==> config.mk <==
export PLATFORM = sky130hd
export DESIGN_NAME = tfcb_top
export DESIGN_NICKNAME = d
export VERILOG_FILES = /design/src/design/tfcb_pkg.sv /design/src/design/tfcb_sync.sv /design/src/design/tfcb_top.sv /design/src/design/tfcb_wave.sv
export SDC_FILE = /design/constraint.sdc
export NUM_CORES = 1
export LEC_CHECK = 0
export ABC_AREA = 1
export BUFFER_PORTS_ARGS = -buffer_cell sky130_fd_sc_hd__buf_2
export CORE_MARGIN = 4
export CORE_UTILIZATION = 51
export CTS_CLUSTER_SIZE = 16
export DETAILED_ROUTE_END_ITERATION = 16
export PLACE_DENSITY = 0.72
export SETUP_SLACK_MARGIN = 0.5
export SYNTH_ARGS = -nofsm -noshare
export SYNTH_HDL_FRONTEND = slang
export SYNTH_SLANG_ARGS = --single-unit
==> constraint.sdc <==
create_clock -name clk -period 2 [get_ports clk]
set_clock_uncertainty 0.2 [all_clocks]
set_input_delay 0.1 -clock clk [delete_from_list [all_inputs] [get_ports clk]]
set_output_delay 0.1 -clock clk [all_outputs]
set_load 0.05 [all_outputs]
==> src/design/tfcb_pkg.sv <==
// package for the timer flag and control register B block
package tfcb_pkg;
  localparam logic [7:0] TFCB_OFS_CTRL_B = 8'h0b;
  localparam logic [7:0] TFCB_OFS_MASK   = 8'h0c;
  localparam logic [7:0] TFCB_OFS_VALUE  = 8'h0d;
  localparam logic [7:0] TFCB_OFS_CMP    = 8'h0e;
  localparam logic [7:0] TFCB_OFS_CMPH   = 8'h0f;
  localparam logic [7:0] TFCB_OFS_CTRL_A = 8'h10;
  localparam logic [7:0] TFCB_CTRL_B_RST = 8'h00;
  localparam logic [7:0] TFCB_MASK_RST   = 8'h00;
  localparam logic [15:0] TFCB_WORD_RST  = 16'h0000;
  localparam int TFCB_BIT_LCMP = 0;
  localparam int TFCB_BIT_CCMP = 1;
  localparam int TFCB_BIT_LOVF = 2;
  localparam int TFCB_BIT_MOVF = 3;
  localparam int TFCB_BIT_RSVD = 4;
  localparam int TFCB_BIT_POL  = 5;
  localparam int TFCB_BIT_OE   = 6;
  localparam int TFCB_BIT_LIE  = 7;
  localparam logic [7:0] TFCB_FLAG_MASK = 8'h0f;
  localparam logic [7:0] TFCB_RW_MASK   = 8'he0;
  typedef enum logic [0:0] {TFCB_MODE_WIDE = 1'b0, TFCB_MODE_DUAL = 1'b1} tfcb_mode_t;
endpackage

==> src/design/tfcb_sync.sv <==
// two flop synchroniser for a pin level
`timescale 1ns/1ps
module tfcb_sync
(
  // clock and reset
  input  wire logic clk,
  input  wire logic sys_rst,
  // level in and out
  input  wire logic din,
  output logic      dout
);
  logic meta_r;

  // first flop feeds only the second
  always_ff @(posedge clk)
  begin
    if (sys_rst)
    begin
      meta_r <= 1'b0;
      dout   <= 1'b0;
    end
    else
    begin
      meta_r <= din;
      dout   <= meta_r;
    end
  end
endmodule

==> src/design/tfcb_top.sv <==
// timer flags and control register B with a compact counter core
`timescale 1ns/1ps
module tfcb_top
#(
  // 0 builds the single pin variant
  parameter bit HAS_ALT_PIN = 1'b1
)
(
  // clock and reset
  input  wire logic              clk,
  input  wire logic              sys_rst,
  // register port
  input  wire logic [7:0]        regAddr,
  input  wire logic [15:0]       regWdata,
  input  wire logic              regWr,
  input  wire logic              regRd,
  output logic [15:0]            regRdata,
  // external capture edge pin
  input  wire logic              captPin,
  // alternate output pin
  output logic                   altOutputPin,
  output logic                   altOutputPinOe,
  // interrupt
  output logic                   irq
);
  import tfcb_pkg::*;

  // register state
  logic [7:0]  ctrlB_r;
  logic [7:0]  ctrlB_nxt;
  logic [7:0]  intMask_r;
  logic [7:0]  irqGate;
  logic [15:0] counterValue_r;
  logic [15:0] compareValue_r;
  logic [7:0]  highCompareValue_r;
  logic        runEnable_r;
  logic        captEnable_r;
  tfcb_mode_t  dualByteModeSelect_r;

  // capture pin path
  logic        captSync;
  logic        captPrev_r;
  logic        captEdge;

  // counter core events
  logic        tick;
  logic [7:0]  lowByteCounter;
  logic [7:0]  highByteCounter;
  logic        lowOvf;
  logic        highOvf;
  logic        wideOvf;
  logic        lowMatch;
  logic        highMatch;
  logic        wideMatch;

  // flag set terms and pin path
  logic [7:0]  hwSet;
  logic        waveToggle;
  logic        altEnable;
  logic        wave;
  logic        waveOe;

  // register write decode shared by every register
  function automatic logic hit(input logic [7:0] a, input logic [7:0] ofs);
    hit = (a == ofs);
  endfunction

  // mode decode used by flags, counter, pin and read path
  function automatic logic isDual(input tfcb_mode_t m);
    isDual = (m == TFCB_MODE_DUAL);
  endfunction

  // byte step shared by both halves in dual mode
  function automatic logic [7:0] stepByte(input logic [7:0] b);
    stepByte = b + 8'h01;
  endfunction

  // byte views of the counter
  assign lowByteCounter  = counterValue_r[7:0];
  assign highByteCounter = counterValue_r[15:8];
  // no prescaler: the core steps on every clock while running
  assign tick            = runEnable_r;

  // pin passes two flops before the edge detector
  tfcb_sync u_capt_sync
  (
    .clk     (clk),
    .sys_rst (sys_rst),
    .din     (captPin),
    .dout    (captSync)
  );

  // previous level resets to the idle low of the pin, so no false edge
  always_ff @(posedge clk)
  begin
    if (sys_rst)
      captPrev_r <= 1'b0;
    else
      captPrev_r <= captSync;
  end
  assign captEdge = captEnable_r && captSync && !captPrev_r;

  // overflow and match events of the counter core
  assign lowOvf    = tick && (lowByteCounter == 8'hff);
  assign highOvf   = tick && (highByteCounter == 8'hff);
  assign wideOvf   = tick && (counterValue_r == 16'hffff);
  assign lowMatch  = lowByteCounter == compareValue_r[7:0];
  assign highMatch = highByteCounter == highCompareValue_r;
  assign wideMatch = counterValue_r == compareValue_r;

  // hardware set terms per flag
  always_comb
  begin
    hwSet = 8'h00;
    if (isDual(dualByteModeSelect_r))
    begin
      hwSet[TFCB_BIT_LCMP] = tick && lowMatch;
      hwSet[TFCB_BIT_LOVF] = lowOvf;
      hwSet[TFCB_BIT_MOVF] = highOvf;
      hwSet[TFCB_BIT_CCMP] = (tick && highMatch) || captEdge;
    end
    else
    begin
      // low byte flags carry no meaning in 16-bit mode, never set
      hwSet[TFCB_BIT_MOVF] = wideOvf;
      hwSet[TFCB_BIT_CCMP] = (tick && wideMatch) || captEdge;
    end
  end

  // software write first, hardware set wins over a clearing write
  always_comb
  begin
    ctrlB_nxt = ctrlB_r;
    if (regWr && hit(regAddr, TFCB_OFS_CTRL_B))
      ctrlB_nxt = regWdata[7:0] & (TFCB_FLAG_MASK | TFCB_RW_MASK);
    ctrlB_nxt = ctrlB_nxt | hwSet;
    ctrlB_nxt[TFCB_BIT_RSVD] = 1'b0;
    if (!HAS_ALT_PIN)
      ctrlB_nxt[TFCB_BIT_OE] = 1'b0;
  end

  // every form of reset clears the whole register
  always_ff @(posedge clk)
  begin
    if (sys_rst)
      ctrlB_r <= TFCB_CTRL_B_RST;
    else
      ctrlB_r <= ctrlB_nxt;
  end

  // mask register, same layout as the flags
  always_ff @(posedge clk)
  begin
    if (sys_rst)
      intMask_r <= TFCB_MASK_RST;
    else if (regWr && hit(regAddr, TFCB_OFS_MASK))
      intMask_r <= regWdata[7:0] & TFCB_FLAG_MASK;
  end

  // core control: run, capture enable, mode select
  always_ff @(posedge clk)
  begin
    if (sys_rst)
    begin
      runEnable_r          <= 1'b0;
      captEnable_r         <= 1'b0;
      dualByteModeSelect_r <= TFCB_MODE_WIDE;
    end
    else if (regWr && hit(regAddr, TFCB_OFS_CTRL_A))
    begin
      runEnable_r          <= regWdata[0];
      captEnable_r         <= regWdata[1];
      dualByteModeSelect_r <= tfcb_mode_t'(regWdata[2]);
    end
  end

  // counter, halves wrap separately in dual mode
  always_ff @(posedge clk)
  begin
    if (sys_rst)
      counterValue_r <= TFCB_WORD_RST;
    else if (regWr && hit(regAddr, TFCB_OFS_VALUE))
    begin
      // upper byte is blocked in dual mode
      counterValue_r[7:0] <= regWdata[7:0];
      if (dualByteModeSelect_r == TFCB_MODE_WIDE)
        counterValue_r[15:8] <= regWdata[15:8];
    end
    else if (tick)
    begin
      if (isDual(dualByteModeSelect_r))
      begin
        // both halves step together, each wraps on its own
        counterValue_r[7:0]  <= stepByte(lowByteCounter);
        counterValue_r[15:8] <= stepByte(highByteCounter);
      end
      else
        // one carry chain across both halves
        counterValue_r <= counterValue_r + 16'h0001;
    end
  end

  // compare registers
  always_ff @(posedge clk)
  begin
    if (sys_rst)
    begin
      compareValue_r     <= TFCB_WORD_RST;
      highCompareValue_r <= TFCB_CTRL_B_RST;
    end
    else
    begin
      // low byte doubles as the low compare value in dual mode
      if (regWr && hit(regAddr, TFCB_OFS_CMP))
        compareValue_r <= regWdata;
      if (regWr && hit(regAddr, TFCB_OFS_CMPH))
        highCompareValue_r <= regWdata[7:0];
    end
  end

  // pin toggles on wrap of the selected counter
  assign waveToggle = isDual(dualByteModeSelect_r) ? lowOvf : wideOvf;
  assign altEnable  = HAS_ALT_PIN && ctrlB_r[TFCB_BIT_OE];

  // start level latch lives in the wave module
  tfcb_wave u_wave
  (
    .clk      (clk),
    .sys_rst  (sys_rst),
    .enable   (altEnable),
    .polarity (ctrlB_r[TFCB_BIT_POL]),
    .toggle   (waveToggle),
    .pinOut   (wave),
    .pinOe    (waveOe)
  );

  // registered pin drive, extra stage keeps outputs on flops
  always_ff @(posedge clk)
  begin
    if (sys_rst)
    begin
      altOutputPin   <= 1'b0;
      altOutputPinOe <= 1'b0;
    end
    else
    begin
      altOutputPin   <= wave;
      altOutputPinOe <= waveOe;
    end
  end

  // low byte sources need the bit 7 enable, the others only the mask
  always_comb
  begin
    irqGate                = intMask_r;
    irqGate[TFCB_BIT_LCMP] = intMask_r[TFCB_BIT_LCMP] && ctrlB_r[TFCB_BIT_LIE];
    irqGate[TFCB_BIT_LOVF] = intMask_r[TFCB_BIT_LOVF] && ctrlB_r[TFCB_BIT_LIE];
  end

  // interrupt level, mask upper bits are zero so control bits never count
  always_ff @(posedge clk)
  begin
    if (sys_rst)
      irq <= 1'b0;
    else
      irq <= |(ctrlB_r & irqGate);
  end

  // read data one cycle after the strobe, unmapped reads zero
  // reads have no side effect, flags change only by write or event
  always_ff @(posedge clk)
  begin
    if (sys_rst)
      regRdata <= TFCB_WORD_RST;
    else if (regRd)
    begin
      unique case (regAddr)
        TFCB_OFS_CTRL_B: regRdata <= {8'h00, ctrlB_r};
        TFCB_OFS_MASK:   regRdata <= {8'h00, intMask_r};
        TFCB_OFS_VALUE:  regRdata <= isDual(dualByteModeSelect_r) ?
                                     {8'h00, lowByteCounter} : counterValue_r;
        TFCB_OFS_CMP:    regRdata <= compareValue_r;
        TFCB_OFS_CMPH:   regRdata <= {8'h00, highCompareValue_r};
        TFCB_OFS_CTRL_A: regRdata <= {13'h0000, dualByteModeSelect_r, captEnable_r, runEnable_r};
        default:         regRdata <= TFCB_WORD_RST;
      endcase
    end
    else
      regRdata <= TFCB_WORD_RST;
  end
endmodule

==> src/design/tfcb_wave.sv <==
// alternate pin waveform generator with latched start polarity
`timescale 1ns/1ps
module tfcb_wave
(
  // clock and reset
  input  wire logic clk,
  input  wire logic sys_rst,
  // control
  input  wire logic enable,
  input  wire logic polarity,
  input  wire logic toggle,
  // pin
  output logic      pinOut,
  output logic      pinOe
);
  logic enable_r;

  // polarity is only sampled on the enable rise
  always_ff @(posedge clk)
  begin
    if (sys_rst)
    begin
      enable_r <= 1'b0;
      pinOut   <= 1'b0;
      pinOe    <= 1'b0;
    end
    else
    begin
      enable_r <= enable;
      pinOe    <= enable;
      if (enable && !enable_r)
        pinOut <= polarity;
      else if (enable && toggle)
        pinOut <= ~pinOut;
    end
  end
endmodule

Word level (Yosys, flattened, before mapping)
Index checks and enable logic that the tools add are counted.
{"block": "totals", "reg_bits": 79, "inputBits": 29, "output_inout_bits": 19}
{"block": "classes", "addsub": 3, "n_eq_ne": 13, "mux": 14, "bitwise_logic": 4, "n_reduce_logical": 27}
{"cell": "one-hot mux 16 bit (6 select lines)", "count": 1}
{"cell": "2-to-1 mux 16 bit", "count": 4}
{"cell": "== test 8 x 4 -> 1 bit (second input constant)", "count": 5}
{"cell": "logical AND 1 bit", "count": 18}
{"cell": "adder 16 x 1 -> 16 bit (second input constant)", "count": 1}
{"cell": "adder 8 x 1 -> 8 bit (second input constant)", "count": 2}
{"cell": "== test 16 bit", "count": 1}
{"cell": "== test 16 bit (second input constant)", "count": 1}
{"cell": "== test 8 bit", "count": 2}
{"cell": "== test 8 bit (second input constant)", "count": 2}
{"cell": "2-to-1 mux 8 bit", "count": 2}
{"cell": "AND 8 x 4 -> 8 bit", "count": 1}
{"cell": "== test 8 x 5 -> 1 bit (second input constant)", "count": 1}
{"cell": "bitwise OR 8 x 4 -> 8 bit", "count": 1}
{"cell": "OR reduction 8 bit", "count": 1}
{"cell": "2-to-1 mux 1 bit", "count": 7}
{"cell": "nonzero test 2 bit", "count": 2}
{"cell": "logical NOT 1 bit", "count": 2}
{"cell": "logical OR 1 bit", "count": 2}
{"cell": "inequality test 2 bit (second input constant)", "count": 1}
{"cell": "inverter 1 bit", "count": 2}
{"cell": "AND reduction 2 bit", "count": 1}
{"cell": "OR reduction 2 bit", "count": 1}

Longest topological paths before layout
{"block": "logic_depth", "word_depth": 6, "depth_mapped": 11, "depth_no_buf": 10}

By module
Synthesis repeated with hierarchy kept, for this count alone.
{"block": "hier_totals", "cells_unflattened": 595, "area_unflattened_um2": 4018.9}
{"mod": "tfcb_top", "instances": 1, "cells_each": 573, "area_each_um2": 3863.7, "seq_area_each_um2": 1481.4}
{"mod": "tfcb_wave", "instances": 1, "cells_each": 16, "area_each_um2": 100.1, "seq_area_each_um2": 40.0}
{"mod": "tfcb_sync", "instances": 1, "cells_each": 6, "area_each_um2": 55.1, "seq_area_each_um2": 40.0}

Least setup slack after synthesis
OpenSTA, ideal clock, no wires.
{"block": "synth_path", "kind": "register to register", "from": "register counterValue_r[1]", "to": "register counterValue_r[14]", "arrival_time_ps": 1331, "path_slack_ps": 338, "path_stages_with_launch": 11, "path_buffers": 0, "cell_sequence": "dfxtp_1 -> ha_1 -> nand2_1 -> nor2_1 -> nand2_1 -> nand2_1 -> nand2_1 -> nand2_1 -> nand3_1 -> nand2_1 -> a21oi_2"}
{"block": "synth_via", "elab_chain_cells": 4}
{"item": "from (decl)", "line_no": "tfcb_top.sv:33", "rtl": "logic [15:0] counterValue_r;"}
{"item": "from (signal assigned)", "line_no": "tfcb_top.sv:185", "rtl": "counterValue_r[7:0] <= regWdata[7:0];"}
{"item": "from (signal assigned)", "line_no": "tfcb_top.sv:194", "rtl": "counterValue_r[7:0] <= stepByte(lowByteCounter);"}
{"item": "from (signal assigned)", "line_no": "tfcb_top.sv:199", "rtl": "counterValue_r <= counterValue_r + 16'h0001;"}
{"item": "adder 16 x 1 -> 16 bit", "line_no": "tfcb_top.sv:199"}
{"item": "2-to-1 mux 16 bit", "line_no": "tfcb_top.sv:191", "rtl": "if (isDual(dualByteModeSelect_r))"}
{"item": "2-to-1 mux 16 bit", "line_no": "tfcb_top.sv:189", "rtl": "else if (tick)"}
{"item": "2-to-1 mux 16 bit", "line_no": "tfcb_top.sv:182", "rtl": "else if (regWr && hit(regAddr, TFCB_OFS_VALUE))"}
No other way between the ends. The select of a mux whose other input is x is not followed.
A chain may end at the register's enable or synchronous reset.

Final worst setup path
Same ends and word-level chain as after synthesis.

==> flow_metrics.py <==
metrics = {
    "outcome": {
        "status": "finished, final reports clean",
    },
    "worst_setup_path": {
        "cp.required_ns": 2.04,
        "path_class": "reg -> reg",
        "rr_worst_depth": 10,
        "path_max_fanout": 7,
        "endpoint_kind": "register",
        "arrival_ns": 1.65,
        "critPathLaunchType": "register",
    },
    "timing": {
        "period_needed_ns": 1.61,
        "slew_viol_final": 0,
        "setup_tns_ns": 0,
        "post-route-period-util": 0.805,
        "hold_violations": 0,
        "fmax_ghz": 0.621,
        "holdWs_ns": 0.0176,
        "relSlewSlack": 0.566,
        "setup_violations": 0,
        "rsz0062_at_grt": "true",
        "worst_slew_pin_slew_ns": 0.649,
    },
    "clock_tree": {
        "cts_root_buf": "clkbuf_8",
        "cts_sinks": 78,
        "cts.path.max_buffers": 2,
        "worstSkewPairLatency_ns": 0.36,
        "cts_tree": "built",
        "htree_num_levels": 3,
        "cts_buffers": 9,
        "cts.clk_slew.worst_paths_ns": 0.09,
    },
    "cells_and_area": {
        "fill_cells": 672,
        "multi_input_area_sq_mm": 0.00222,
        "final_layout_size_suffix_gt1_frac": 0.235,
        "diodes": 0,
        "nNetsFinal": 704,
        "fin_util": 0.667,
        "seqCellArea_sq_mm": 0.00159,
        "layout.cells.non_filler": 779,
        "area_growth_pct": 27.6,
    },
    "yosys": {
        "synth_top_area_frac": 0.389,
        "ys_warn_count": 0,
        "yosysTopAreaCell": "dfxtp_1",
        "synth.avg_cell_area_sq_um": 6.82,
        "synth-seq-cells": 78,
        "ys_async_sr_fraction": 0,
        "synth_edf_count": 0,
        "syn_nets": 620,
        "synthMostInstantiatedCell": "nand2_1",
        "synthCells": 589,
        "synth_cell_types": 35,
        "synthTopCellsByCount": "133 x nand2_1, 78 x dfxtp_1, 72 x inv_1",
        "yosys-top-cells-area": "dfxtp_1 39%, nand2_1 12%, a21oi_1 7.6%, inv_1 6.7%, nand3_1 5.9%",
        "ys.flop_type": "dfxtp_1",
        "yosysSeqAreaShare": 0.389,
        "netlist_area_sq_mm": 0.00402,
    },
    "grt": {
        "grt_overflow": 0,
        "track_usage": 0.263,
        "grt_pass1_vias": 4129,
        "grt_max_degree": 33,
        "antenna_found_initial": 0,
        "grt_pass1_wl_mm": 20.2,
    },
    "detailed_routing": {
        "routed_wl_mm": 12.5,
        "avgRoutedWirePerCell_um": 16.0,
        "vias": 4308,
        "drtIter0Drc": 464,
        "dr.pass1.iters": 6,
        "drc": 0,
        "viasPerCell": 5.53,
        "drtAntennaViolNets": 0,
    },
    "power": {
        "ir_drop_mv": 0.416,
        "p_leak_uw": 0.00218,
        "p_total_uw": 3040,
        "p_per_area_mw_per_mm2": 593,
    },
    "floorplan": {
        "row_count": 32,
        "initial_utilization": 0.522,
        "io_pins": 48,
        "design.die.area_sq_mm": 0.00936,
        "die_x_um": 96.7,
        "die_y_um": 96.7,
        "coreArea_sq_mm": 0.00769,
    },
    "placement": {
        "port-buffer-count": 47,
        "gp_congestion": 0.990,
        "dp.cells": 728,
        "hpwl_mm": 8.88,
    },
    "hold_path": {
        "hold_path_class": "in -> reg",
        "whs_path_depth": 5,
    },
    "run": {
        "cap_violations": 0,
    },
}
## where the power goes
group | internal (uW) | switching [uW]
Clock | 696 | 613
Sequential | 1550 | 2.59
Combinational | 71.7 | 110
Total | 2320 | 725
## through the flow
step	instance area (sq um)	setup slack (ns)
4_1_cts	4980	0.433
3_5_place_dp	4410	0.125
2_1_floorplan	4070	0.472
3_3_place_gp	4410	0.178
5_1_grt	5130	0.268
6_report	5130	0.389
## registers in the layout (all words and copies together), names as in the netlist
| register | count |
|---|---|
| captEnable_r | 1 |
| u_capt_sync.meta_r | 1 |
| altOutputPin | 1 |
| highCompareValue_r | 8 |
| u_wave.enable_r | 1 |
| regRdata | 16 |
| u_capt_sync.dout | 1 |
| captPrev_r | 1 |
| intMask_r | 4 |
| altOutputPinOe | 1 |
| irq | 1 |
| counterValue_r | 16 |
| dualByteModeSelect_r | 1 |
| runEnable_r | 1 |
| ctrlB_r | 7 |
| u_wave.pinOut | 1 |
| compareValue_r | 16 |
## final timing paths
| path | start | to | slack, ns |
|---|---|---|---|
| setup / recovery | counterValue_r[1] | counterValue_r[14] | 0.39 |
| hold / removal | regAddr[3] | regRdata[13] | 0.02 |
| setup reg to reg | counterValue_r[1] | counterValue_r[14] | 0.39 |
| hold reg to reg | u_capt_sync.meta_r | u_capt_sync.dout | 0.22 |
## kinds of logic (layout without fill, tap and decap cells)
logic type,count (synthesis),count (layout),share of synthesized area
compound gates,127,127,0.173
simple gates,269,269,0.300
flops,78,78,0.389
fa+ha+maj,2,2,0.00623
buf+inv,100,188,0.103
xor+xnor,13,13,0.0283
## worst max-delay path, cell delays in order (launching register included)
cell,delay (ns)
dfxtp_4,0.37
ha_4,0.15
nand2_4,0.06
nor2_4,0.11
nand2_4,0.13
nand2_8,0.12
nand2_2,0.07
nand2_1,0.05
nand3_1,0.06
nand2_1,0.09
a21oi_2,0.05
## layer usage
metal,track usage,up-vias,share of wire
met1,0.360,1995,0.44
met2,0.410,185,0.46
li1,-,2092,-
met4,0.0918,0,0.027
met5,0,-,0
met3,0.0584,36,0.077
## final cells by class
cell class,instances,area share
multi-input combinational,411,0.433
sequential,78,0.311
clock buffer,9,0.0242
clock inverter,6,0.0171
timing repair buffer,99,0.135
tap,102,0.0249
inverter,74,0.0542
## layout by cell type (no fill, tap or decap), types with 13 or more instances in the layout
master         instances
nand2_1              119
buf_2                 47
inv_1                 71
nand2_2               13
a21oi_1               61
nor2_1                47
dlygate4sd3_1         21
nand3_1               42
dfxtp_1               64
buf_4                 28
o21ai_0               37
## timing repair
action | CTS | global route
setup buffers | 7 | 8
gates resized for setup | 37 | 19
endpoints found under the hold margin | 52 | 2
endpoints found under the setup margin | 16 | 31
pin swaps | 14 | 13
hold buffers | 20 | 1
Power figures use the tool's default switching activity.
